===== src/verilog/aer_consts.svh =====
// constants of the error reporting register bank: offsets, field masks, resets
// assumes a 12-bit configuration byte address and 32-bit data words
// Notes on behaviour
// sticky writable severity bits, one means fatal
// receiver error sets status bit 0, write-one-clear
// bad packet integrity sets status bit 6
// corrupted link layer packet sets bit 7
// replay counter rollover sets status bit 8
// replay timer expiry sets status bit 12
// mask bit 0 stops receiver error log/message
// mask bit 6 stops bad packet log/message
// mask bit 7 stops bad link packet reporting
// mask bit 8 stops rollover log/message
// mask bit 12 stops timer expiry reporting
// five-bit sticky pointer to first uncorrectable error
// capability bits 5 and 7 read one
// bit 6 enables end-to-end crc generation
// bit 8 enables end-to-end crc checking
// logging captures four header words, big-endian
// reserved bits read as zero
// training error sets uncorrectable status bit 0
// sticky state survives ordinary reset, cleared at power-on; the severity register loads 0x0006_2011 at power-on instead
`ifndef AER_CONSTS_SVH
`define AER_CONSTS_SVH

`define AER_OFF_UNC_STATUS   12'h104
`define AER_OFF_UNC_SEV      12'h10c
`define AER_OFF_COR_STATUS   12'h110
`define AER_OFF_COR_MASK     12'h114
`define AER_OFF_CAP_CTRL     12'h118
`define AER_OFF_HDR_LOG0     12'h11c
`define AER_OFF_HDR_LOG1     12'h120
`define AER_OFF_HDR_LOG2     12'h124
`define AER_OFF_HDR_LOG3     12'h128
`define AER_OFF_INT_STATUS   12'h130
`define AER_OFF_INT_ENABLE   12'h134
`define AER_OFF_INT_CLEAR    12'h138

`define AER_UNC_MASK         32'h0000_0011
`define AER_SEV_MASK         32'h001f_f011
`define AER_SEV_RESET        32'h0006_2011
`define AER_COR_MASK         32'h0000_11c1
`define AER_CTRL_WMASK       32'h0000_0140
`define AER_CTRL_CAPS        32'h0000_00a0
`define AER_BIT_RX_ERR       0
`define AER_BIT_BAD_TLP      6
`define AER_BIT_BAD_DLLP     7
`define AER_BIT_REPLAY_ROLL  8
`define AER_BIT_REPLAY_TMO   12
`define AER_BIT_TRAIN_ERR    0
`define AER_BIT_DLP_ERR      4
`define AER_BIT_ECRC_GEN     6
`define AER_BIT_ECRC_CHK     8
`define AER_INT_BITS         3

`endif


===== src/verilog/aer_pkg.sv =====
// types shared by the error reporting register bank and its header log
// assumes the link-layer detectors run on the register clock
package aer_pkg;

    typedef struct packed {
        logic         rx_err;
        logic         bad_tlp;
        logic         bad_dllp;
        logic         replay_roll;
        logic         replay_tmo;
        logic         train_err;
        logic         dlp_err;
        logic [127:0] hdr;
    } aer_evt_t;

    typedef struct packed {
        logic       valid;
        logic       corr;
        logic       fatal;
        logic [4:0] bit_pos;
    } aer_msg_t;

    typedef enum logic [1:0] {
        AER_IDLE = 2'b00,
        AER_DONE = 2'b01
    } aer_bus_st_t;

endpackage


===== src/verilog/aer_hdr_log.sv =====
// header log: four words captured from an offending packet header
// assumes header byte n arrives at hdr_in[8n+7:8n], byte 0 first on the link
`timescale 1ns/100ps
`include "aer_consts.svh"

module aer_hdr_log (
    input  wire logic         pclk,
    input  wire logic         por_n,
    input  wire logic         ce,
    input  wire logic         cap,
    input  wire logic [127:0] hdr_in,
    input  wire logic [1:0]   rd_idx,
    output logic      [31:0]  rd_word
);
    import aer_pkg::*;

    logic [127:0] log_r;
    logic [127:0] log_swapped;
    logic [127:0] log_nxt;

    // first byte of each word lands in its top byte lane
    genvar b;
    generate
        for (b = 0; b < 16; b = b + 1)
        begin : g_byte
            assign log_swapped[32*(b/4) + 8*(3-(b%4)) +: 8] = hdr_in[8*b +: 8];
        end
    endgenerate

    always_comb
    begin
        log_nxt = log_r;
        if (ce && cap)
            log_nxt = log_swapped;
    end

    // sticky, kept across ordinary reset
    always_ff @(posedge pclk or negedge por_n)
    begin
        if (!por_n)
            log_r <= 128'h0;
        else
            log_r <= log_nxt;
    end

    assign rd_word = log_r[32*rd_idx +: 32];
endmodule // aer_hdr_log


===== src/verilog/aer_regs.sv =====
// error reporting register bank with apb slave, error messages and interrupt
// assumes event pulses come from link logic on pclk; por_n is power-on reset
`timescale 1ns/100ps
`include "aer_consts.svh"

module aer_regs (
    input  wire logic             pclk,
    input  wire logic             presetn,
    input  wire logic             por_n,
    input  wire logic             ce,
    input  wire logic             psel,
    input  wire logic             penable,
    input  wire logic             pwrite,
    input  wire logic [11:0]      paddr,
    input  wire logic [31:0]      pwdata,
    output logic      [31:0]      prdata,
    output logic                  pready,
    output logic                  pslverr,
    input  wire aer_pkg::aer_evt_t evt,
    output aer_pkg::aer_msg_t     err_msg,
    output logic                  ecrc_gen_en,
    output logic                  ecrc_chk_en,
    output logic                  irq
);
    import aer_pkg::*;

    // sticky state
    logic [31:0] unc_r;
    logic [31:0] unc_nxt;
    logic [31:0] sev_r;
    logic [31:0] sev_nxt;
    logic [31:0] cst_r;
    logic [31:0] cst_nxt;
    logic [31:0] cmask_r;
    logic [31:0] cmask_nxt;
    logic [31:0] ctrl_r;
    logic [31:0] ctrl_nxt;
    logic [4:0]  fep_r;
    logic [4:0]  fep_nxt;

    // ordinary state
    aer_bus_st_t             bus_r;
    aer_bus_st_t             bus_nxt;
    logic [31:0]             prdata_r;
    logic [31:0]             prdata_nxt;
    logic                    pslverr_r;
    logic                    pslverr_nxt;
    logic [`AER_INT_BITS-1:0] ist_r;
    logic [`AER_INT_BITS-1:0] ist_nxt;
    logic [`AER_INT_BITS-1:0] ien_r;
    logic [`AER_INT_BITS-1:0] ien_nxt;
    logic                    irq_r;
    logic                    irq_nxt;
    aer_msg_t                msg_r;
    aer_msg_t                msg_nxt;

    logic [31:0] cor_evt;
    logic [31:0] unc_evt;
    logic [31:0] cor_log;
    logic        log_any;
    logic        unc_fatal;
    logic        wr_done;
    logic        rd_take;
    logic [31:0] hdr_word;

    function automatic logic [4:0] aer_lowest(input logic [31:0] v);
        logic [4:0] pos;
        pos = 5'h00;
        for (int i = 31; i >= 0; i--)
        begin
            if (v[i])
                pos = 5'(i);
        end
        return pos;
    endfunction

    // event vectors in register bit positions
    always_comb
    begin
        cor_evt = 32'h0;
        cor_evt[`AER_BIT_RX_ERR]      = evt.rx_err;
        cor_evt[`AER_BIT_BAD_TLP]     = evt.bad_tlp;
        cor_evt[`AER_BIT_BAD_DLLP]    = evt.bad_dllp;
        cor_evt[`AER_BIT_REPLAY_ROLL] = evt.replay_roll;
        cor_evt[`AER_BIT_REPLAY_TMO]  = evt.replay_tmo;
        unc_evt = 32'h0;
        unc_evt[`AER_BIT_TRAIN_ERR]   = evt.train_err;
        unc_evt[`AER_BIT_DLP_ERR]     = evt.dlp_err;
        // masked correctable events are neither logged nor reported
        cor_log   = cor_evt & ~cmask_r;
        log_any   = (|cor_log) || (|unc_evt);
        unc_fatal = |(unc_evt & sev_r);
    end

    // a write takes effect only at the edge where pready is seen high; read data is taken one edge earlier, while pready is low
    assign wr_done = psel && penable && pready && pwrite;
    assign rd_take = psel && penable && (bus_r == AER_IDLE) && !pwrite;

    always_comb
    begin
        unc_nxt   = unc_r;
        sev_nxt   = sev_r;
        cst_nxt   = cst_r;
        cmask_nxt = cmask_r;
        ctrl_nxt  = ctrl_r;
        fep_nxt   = fep_r;
        if (ce)
        begin
            if (wr_done)
            begin
                case (paddr)
                    `AER_OFF_UNC_STATUS: unc_nxt = unc_r & ~(pwdata & `AER_UNC_MASK);
                    `AER_OFF_UNC_SEV:    sev_nxt = pwdata & `AER_SEV_MASK;
                    `AER_OFF_COR_STATUS: cst_nxt = cst_r & ~(pwdata & `AER_COR_MASK);
                    `AER_OFF_COR_MASK:   cmask_nxt = pwdata & `AER_COR_MASK;
                    `AER_OFF_CAP_CTRL:   ctrl_nxt = pwdata & `AER_CTRL_WMASK;
                    default:             ;
                endcase
            end
            // set wins over a clear in the same cycle
            cst_nxt = cst_nxt | cor_evt;
            unc_nxt = unc_nxt | unc_evt;
            // pointer only moves when no uncorrectable error was pending
            if ((|unc_evt) && !(|unc_r))
                fep_nxt = aer_lowest(unc_evt);
        end
    end

    always_ff @(posedge pclk or negedge por_n)
    begin
        if (!por_n)
        begin
            unc_r   <= 32'h0;
            sev_r   <= `AER_SEV_RESET;
            cst_r   <= 32'h0;
            cmask_r <= 32'h0;
            ctrl_r  <= 32'h0;
            fep_r   <= 5'h00;
        end
        else
        begin
            unc_r   <= unc_nxt;
            sev_r   <= sev_nxt;
            cst_r   <= cst_nxt;
            cmask_r <= cmask_nxt;
            ctrl_r  <= ctrl_nxt;
            fep_r   <= fep_nxt;
        end
    end

    aer_hdr_log u_hdr_log (
        .pclk    (pclk),
        .por_n   (por_n),
        .ce      (ce),
        .cap     (log_any),
        .hdr_in  (evt.hdr),
        .rd_idx  (2'(paddr[3:2] - 2'h3)),
        .rd_word (hdr_word)
    );

    // one wait state: read data is registered so prdata leaves a flop
    always_comb
    begin
        bus_nxt     = bus_r;
        prdata_nxt  = prdata_r;
        pslverr_nxt = pslverr_r;
        ist_nxt     = ist_r;
        ien_nxt     = ien_r;
        irq_nxt     = irq_r;
        msg_nxt     = msg_r;
        if (ce)
        begin
            case (bus_r)
                AER_IDLE:
                begin
                    if (psel && penable)
                        bus_nxt = AER_DONE;
                end
                AER_DONE:
                    bus_nxt = AER_IDLE;
                default:
                    bus_nxt = AER_IDLE;
            endcase
            if (psel && penable && (bus_r == AER_IDLE))
            begin
                prdata_nxt  = 32'h0;
                pslverr_nxt = 1'b0;
                case (paddr)
                    `AER_OFF_UNC_STATUS: prdata_nxt = unc_r;
                    `AER_OFF_UNC_SEV:    prdata_nxt = sev_r;
                    `AER_OFF_COR_STATUS: prdata_nxt = cst_r;
                    `AER_OFF_COR_MASK:   prdata_nxt = cmask_r;
                    `AER_OFF_CAP_CTRL:   prdata_nxt = ctrl_r | `AER_CTRL_CAPS | 32'(fep_r);
                    `AER_OFF_HDR_LOG0, `AER_OFF_HDR_LOG1, `AER_OFF_HDR_LOG2, `AER_OFF_HDR_LOG3:
                                         prdata_nxt = hdr_word;
                    `AER_OFF_INT_STATUS: prdata_nxt = 32'(ist_r);
                    `AER_OFF_INT_ENABLE: prdata_nxt = 32'(ien_r);
                    `AER_OFF_INT_CLEAR:  prdata_nxt = 32'h0;
                    default:             pslverr_nxt = 1'b1;
                endcase
                if (!rd_take)
                    prdata_nxt = 32'h0;
            end
            else if (bus_r == AER_DONE)
            begin
                prdata_nxt  = 32'h0;
                pslverr_nxt = 1'b0;
            end
            if (wr_done && (paddr == `AER_OFF_INT_ENABLE))
                ien_nxt = pwdata[`AER_INT_BITS-1:0];
            if (wr_done && (paddr == `AER_OFF_INT_CLEAR))
                ist_nxt = ist_r & ~pwdata[`AER_INT_BITS-1:0];
            // events after the clear so a same-cycle event is kept
            ist_nxt[0] = ist_nxt[0] | (|cor_log);
            ist_nxt[1] = ist_nxt[1] | ((|unc_evt) && !unc_fatal);
            ist_nxt[2] = ist_nxt[2] | unc_fatal;
            irq_nxt = |(ist_nxt & ien_nxt);
            msg_nxt.valid   = log_any;
            msg_nxt.corr    = (|cor_log) && !(|unc_evt);
            msg_nxt.fatal   = unc_fatal;
            msg_nxt.bit_pos = (|unc_evt) ? aer_lowest(unc_evt) : aer_lowest(cor_log);
        end
    end

    always_ff @(posedge pclk or negedge presetn)
    begin
        if (!presetn)
        begin
            bus_r     <= AER_IDLE;
            prdata_r  <= 32'h0;
            pslverr_r <= 1'b0;
            ist_r     <= '0;
            ien_r     <= '0;
            irq_r     <= 1'b0;
            msg_r     <= '0;
        end
        else
        begin
            bus_r     <= bus_nxt;
            prdata_r  <= prdata_nxt;
            pslverr_r <= pslverr_nxt;
            ist_r     <= ist_nxt;
            ien_r     <= ien_nxt;
            irq_r     <= irq_nxt;
            msg_r     <= msg_nxt;
        end
    end

    assign prdata      = prdata_r;
    // done is the only state code with bit 0 set, so pready is a bare flop bit
    assign pready      = bus_r[0];
    assign pslverr     = pslverr_r;
    assign err_msg     = msg_r;
    assign ecrc_gen_en = ctrl_r[`AER_BIT_ECRC_GEN];
    assign ecrc_chk_en = ctrl_r[`AER_BIT_ECRC_CHK];
    assign irq         = irq_r;
endmodule // aer_regs


===== config.mk =====
export PLATFORM = sky130hd
export DESIGN_NAME = aer_regs
export DESIGN_NICKNAME = d
export VERILOG_FILES = /design/src/verilog/aer_pkg.sv /design/src/verilog/aer_hdr_log.sv /design/src/verilog/aer_regs.sv
export VERILOG_INCLUDE_DIRS = /design/src /design/src/verilog
export SDC_FILE = /design/constraint.sdc
export NUM_CORES = 1
export LEC_CHECK = 0
export BUFFER_PORTS_ARGS = -buffer_cell sky130_fd_sc_hd__buf_2
export CAP_MARGIN = 20
export CORE_MARGIN = 2
export CORE_UTILIZATION = 50
export CTS_CLUSTER_DIAMETER = 150
export DETAILED_ROUTE_END_ITERATION = 8
export GPL_TIMING_DRIVEN = 0
export PLACE_DENSITY = 0.87
export REMOVE_ABC_BUFFERS = 1
export SLEW_MARGIN = 20
export SYNTH_ARGS = -nofsm -noshare
export SYNTH_HDL_FRONTEND = slang
export SYNTH_SLANG_ARGS = --single-unit

===== constraint.sdc =====
create_clock -name pclk -period 2.25 [get_ports pclk]
set_input_delay 0.45 -clock pclk [delete_from_list [all_inputs] [get_ports pclk]]
set_output_delay 0.45 -clock pclk [all_outputs]
set_load 0.03 [all_outputs]

==> impl_results.md, run 1 <==
* Status: completed
* Slew Limit Fails at 0
* CP Data Arrival Time at 2.56 ns
* # diodes at 0
* First-pass GRT wire length at 35130 um
* Reg-to-reg endpoint: u_hdr_log.log_r[48]$_DFFE_PN0P_
* DP Cell Count at 1022
* Crit end category: register
* Filler Cells Inserted at 1322
* Nets@finish at 1017
* Flop-to-flop setup slack at 0.11 ns
* Sequential cell area at 5061 sq um
* Initial drt markers at 317
* Syn avg cell area at 14.75 sq um
* Synthesis-to-layout area growth at 24.74%
* Fin Clk Skew at 0.009234 ns
* Asr flop ratio synth at 1.000
* Via Count at 6256
* TritonCTS clock tree: yes
* Routed Wire Length at 21670 um
* Tot GR Track Use at 0.2266
* Die area at 19080 sq um
* GPL Wtd Cong at 0.8957
* Ys Warns at 0
* # clock sinks at 202
* Kind of critical path: in -> reg
* Worst reg2reg path depth at 9
* Multi-input logic area at 3792 sq um
* Count of max-cap constraint violations at 0
* Pin count of the biggest net entering global routing at 92
* LEAKAGE at 5.157 nW
* RR Startpoint: cmask_r[6]$_DFFE_PN0P_
* Fmax achieved at 0.4566 GHz
* Mapped Area at 8997 sq um
* H-tree depth at 1
* Core Region at 17780 sq um
* Crit path largest cell delay at 0.73 ns
* Pwr dens at 742.3 nW/um^2
* Residual DRC at 0
* Worst slew pin tran at 0.7938 ns
* Initial antenna violation count at 0
* CTS root buffer: clkbuf_16
* Clk slew on worst S/H paths at 0.06 ns
* Fin Hold WS at 0.003348 ns
* Slew margin rel. at 0.4689
* CP Data Required Time at 2.62 ns
* Cell Rows at 49
* Drt first pass iters at 5
* Register area share after synthesis at 0.5625
* CP startpoint kind: primary input
* Synth Instances at 610
* Type of the most critical hold path: in -> async
* Die H at 138.1 um
* Num ports at 231
* Final worst-path cycle share at 0.9735
* Total grt overflow at 0
* Number of flops mapped to enable cells by yosys at 0
* Die W at 138.1 um
* Crit path cell chain: buf_2 > or4b_1 > nor4b_4 > nor2b_4 > buf_12 > mux2_2
* Power Total at 8.331 mW
* Final setup fails at 0
* Wire per inst at 20.27 um
* Crit path max fanout at 11
* Crit-path slowest cell: or4b_1
* DRT antenna net count at 0
* DP HPWL at 14960 um
* Vias per inst at 5.852
* Finished Layout Cells at 1069
* Fin. Hold Viols at 0
* Maximum VDD drop at 622.2 uV
* Number of global-route vias before repair at 6812
* Max Root-Sink Buffers at 3
* Tmin final at 2.190 ns
* Port-buffer cells at 213
* Placed Area at 10360 sq um
* Initial Utilization at 0.5061
* Layout cells sized above 1 at 0.5595
* Worst skew pair latency at 0.49 ns
* Count of cell types in the netlist at 49
* Main synth FF type: dfrtp_1
* Fin area at 11220 sq um
* Num CTS Buffers at 22
* Synthesized flop and latch total at 202
* CP Buf/Inv Count at 2
* Worst path top cell family by delay: simple AND/OR/NAND/NOR gates
[through the flow]
stage / setup slack, ns / utilization / setup TNS [ns]
floorplan: -9.207 / - / -1203.46
CTS: 0.008433 / 0.6296 / 0
detailed placement: -1.498 / 0.5825 / -72.34
finish: 0.05966 / 0.6312 / 0
global route: -0.01274 / 0.6312 / -0.01796
global placement: -14.07 / 0.5708 / -2147.83
[cell usage after synthesis (3+ instances only)]
cell	instances	area (sq um)
dfrtp_1	197	4930
mux2_2	150	1689
a22o_1	42	367.9
mux4_2	32	720.7
buf_2	20	100.1
nand2_1	20	75.07
clkbuf_1	17	63.81
a32o_1	15	150.1
nand2b_1	11	68.82
nor2_1	11	41.29
inv_1	8	30.03
o21ai_0	6	30.03
o2bb2ai_1	6	52.55
dfstp_2	5	131.4
nand3_1	5	25.02
nor3_1	5	25.02
a21oi_1	4	20.02
ha_1	4	50.05
a221oi_1	3	26.28
and2_1	3	18.77
buf_4	3	22.52
nand4_1	3	18.77
nor2b_1	3	18.77
[cell families (layout without fill, tap and decap cells)]
| family | Yosys count | count (layout) | share of synthesized area |
|---|---|---|---|
| and+or+nand+nor | 76 | 76 | 0.04853 |
| AOI/OAI and AO/OA | 94 | 94 | 0.08900 |
| other | 1 | 1 | 0.0004168 |
| muxes | 182 | 182 | 0.2678 |
| adders and majority gates | 4 | 4 | 0.005563 |
| DFF | 202 | 202 | 0.5625 |
| buffers and inverters | 51 | 281 | 0.02614 |
[how the worst max path moves through the flow]
| stage | startpoint | to | cells after the start |
|---|---|---|---|
| final | paddr[9] | sev_r[14]$_DFFE_PN0P_ | 6 |
| after global routing | cmask_r[12]$_DFFE_PN0P_ | u_hdr_log.log_r[48]$_DFFE_PN0P_ | 9 |
| after CTS | paddr[2] | prdata[12]$_DFFE_PN0P_ | 8 |
| after detailed placement | paddr[2] | sev_r[14]$_DFFE_PN0P_ | 6 |
| after global placement | evt[131] | u_hdr_log.log_r[49]$_DFFE_PN0P_ | 6 |
| after floorplan | evt[131] | u_hdr_log.log_r[0]$_DFFE_PN0P_ | 5 |
[flip-flops by register name, indices dropped and copies added, names as in the netlist]
name / count
bus_r: 1
pslverr: 1
cst_r: 5
sev_r: 11
irq: 1
ien_r: 3
ist_r: 3
err_msg: 7
cmask_r: 5
ctrl_r: 2
u_hdr_log.log_r: 128
fep_r: 1
unc_r: 2
prdata: 32
[final cells by class]
class	instances	area share
clock inverter	5	0.002230
clock buffer	32	0.05608
sequential	202	0.4509
multi-input combinational	357	0.3379
inverter	9	0.003344
tap	229	0.02553
timing repair buffer	235	0.1240
[cell usage in the layout, fill, tap and decap left out, types with 9 or more instances in the layout]
cell | Yosys | routed
a22o_1 | 42 | 42
buf_2 | 20 | 211
nand2_1 | 20 | 19
mux4_2 | 32 | 32
a32o_1 | 15 | 15
nand2b_1 | 11 | 11
clkbuf_16 | 0 | 23
dfrtp_1 | 197 | 197
mux2_2 | 150 | 150
nor2_1 | 11 | 9
[per-layer routing]
| metal | GRT usage | share of wire |
|---|---|---|
| met4 | 0.06391 | 0.025 |
| met1 | 0.2788 | 0.39 |
| met5 | 0 | 0 |
| met3 | 0.04538 | 0.063 |
| met2 | 0.4080 | 0.52 |
[where the power goes]
group          switching (mW)  internal [mW]  total, mW
logic                   0.458          0.561       1.02
registers               0.129           3.89       4.02
clock network            1.37           1.93       3.30
total                    1.95           6.38       8.33
[repair_timing]
item / in CTS / in global routing
hold buffers: 1 / 0
setup endpoints to repair: 91 / 88
gates resized for setup: 20 / 8
setup buffers: 9 / 2
endpoints found under the hold margin: 60 / 0
pin swaps: 2 / 2
(Power assumes the default switching activity.)
==> run 2, diff against run 1 <==
Settings changed: RECOVER_POWER set to 50.
==> impl_results.md, run 2 (synthesis results as in run 1) <==
* Maximum VDD drop at 622.2 uV
* Most flops, register: u_hdr_log.log_r
* H-tree depth at 1
* # diodes at 0
* Multi-input logic area at 3792 sq um
* Die H at 138.1 um
* Crit path max fanout at 11
* Num CTS Buffers at 22
* Synthesis-to-layout area growth at 24.71%
* Fin area at 11220 sq um
* Clk slew on worst S/H paths at 0.06 ns
* DP HPWL at 14960 um
* Fin. Hold Viols at 0
* Power Total at 8.331 mW
* Status: completed
* Setup tns final at 0 ns
* Cell Rows at 49
* Placed Area at 10360 sq um
* Routed Wire Length at 21670 um
* Crit path cell chain: buf_2 > or4b_1 > nor4b_4 > nor2b_4 > buf_12 > mux2_2
* GPL Wtd Cong at 0.8957
* Wire per inst at 20.27 um
* Fmax achieved at 0.4566 GHz
* Residual DRC at 0
* Vias per inst at 5.854
* CP Data Required Time at 2.62 ns
* Initial antenna violation count at 0
* Max Root-Sink Buffers at 3
* Port-buffer cells at 213
* Sw Share at 0.2346
* CP Data Arrival Time at 2.56 ns
* Psw at 1.954 mW
* Slew margin rel. at 0.1052
* Fin Clk Skew at 0.009364 ns
* Initial drt markers at 317
* # clock sinks at 202
* Most common cell after layout, fill and taps aside: buf_2
* First-pass GRT wire length at 35130 um
* Final core occ at 0.6311
* Most frequent cells in the layout: 211 x buf_2, 197 x dfrtp_1, 150 x mux2_2
* Count of max-cap constraint violations at 0
* Die area at 19080 sq um
* Place WS at -1.498 ns
* Sequential share of power at 0.482
* Num ports at 231
* CTS root buffer: clkbuf_16
* Worst slew pin tran at 1.342 ns
* Final setup fails at 0
* Initial Utilization at 0.5061
* Largest register FFs at 128
* Pin count of the biggest net entering global routing at 92
* Clock share of power at 0.396
* Pint at 6.377 mW
* Kind of critical path: in -> reg
* Worst reg2reg path depth at 9
* Slew Limit Fails at 0
* Worst setup margin at 0.05970 ns
* Pwr dens at 742.5 nW/um^2
* LEAKAGE at 5.156 nW
* Crit path largest cell delay at 0.73 ns
* Comb power frac at 0.122
* Tmin final at 2.190 ns
* Via Count at 6258
* Tot GR Track Use at 0.2266
* Worst Hold Depth at 2
* Die W at 138.1 um
* Filler Cells Inserted at 1322
* Final worst-path cycle share at 0.9735
* DRT antenna net count at 0
* Number of global-route vias before repair at 6812
* Crit-path slowest cell: or4b_1
* Type of the most critical hold path: in -> reg
* Worst skew pair latency at 0.49 ns
* Layout cells sized above 1 at 0.5595
* Core Region at 17780 sq um
* Total grt overflow at 0
* CP startpoint kind: primary input
* Nets@finish at 1017
* Sequential cell area at 5061 sq um
* Drt first pass iters at 5
* Crit end category: register
* TritonCTS clock tree: yes
run 2: cell count changes in the layout (fill, tap and decap cells not counted):
cell      delta
buf_4        -1
clkbuf_2     +1
run 2: final timing paths:
| path | start | to | slack, ns |
|---|---|---|---|
| min reg2reg | err_msg[1]$_DFFE_PN0P_ | err_msg[1]$_DFFE_PN0P_ | 0.48 |
| max reg2reg | cmask_r[6]$_DFFE_PN0P_ | u_hdr_log.log_r[48]$_DFFE_PN0P_ | 0.11 |
| min in group asynchronous | presetn | err_msg[3]$_DFFE_PN0P_ | 0.26 |
| max in group asynchronous | por_n | u_hdr_log.log_r[3]$_DFFE_PN0P_ | 0.90 |
| max | paddr[9] | sev_r[14]$_DFFE_PN0P_ | 0.06 |
| min | evt[76] | u_hdr_log.log_r[84]$_DFFE_PN0P_ | 0.19 |
run 2: layer usage:
layer / vias to the layer above / wire length [um] / track usage
met4: 0 / 550 / 0.06391
met3: 51 / 1361 / 0.04538
met2: 225 / 11340 / 0.4080
met5: - / 0 / 0
li1: 2746 / - / -
met1: 3236 / 8419 / 0.2788
run 2: metrics by stage:
stage                     hold slack (ns)  std cells
after floorplan                    0.1544        568
after global placement             0.4643       1010
after detailed placement           0.4257       1022
after CTS                         0.02246       1068
after global routing               0.1774       1069
final                              0.1910       1069
run 2: cell type report:
cell class / instances / share of cell area
inverter: 9 / 0.003345
timing repair buffer: 235 / 0.1238
clock buffer: 32 / 0.05609
multi-input combinational: 357 / 0.3380
clock inverter: 5 / 0.002230
tap: 229 / 0.02554
sequential: 202 / 0.4510
run 2: power by group through the flow:
stage | clock network [mW] | logic, mW | registers, mW
global placement | 0 | 1.01 | 4.06
global route | 3.51 | 1.10 | 4.04
floorplan | 0 | 0.603 | 4.06
CTS | 3.36 | 1.02 | 4.01
detailed placement | 0 | 0.991 | 4.08
finish | 3.30 | 1.02 | 4.02
run 2: critical path, delay by kind of cell:
kind | cells | cell delay, ns
buffers and inverters | 2 | 0.24
muxes | 1 | 0.35
and+or+nand+nor | 3 | 1.50
run 2: timing repair:
item,in CTS,in global routing
hold endpoints to repair,60,0
buffers inserted,9,2
endpoints found under the setup margin,91,88
hold buffers,1,0
pin swaps,2,2
gates resized for setup,20,8
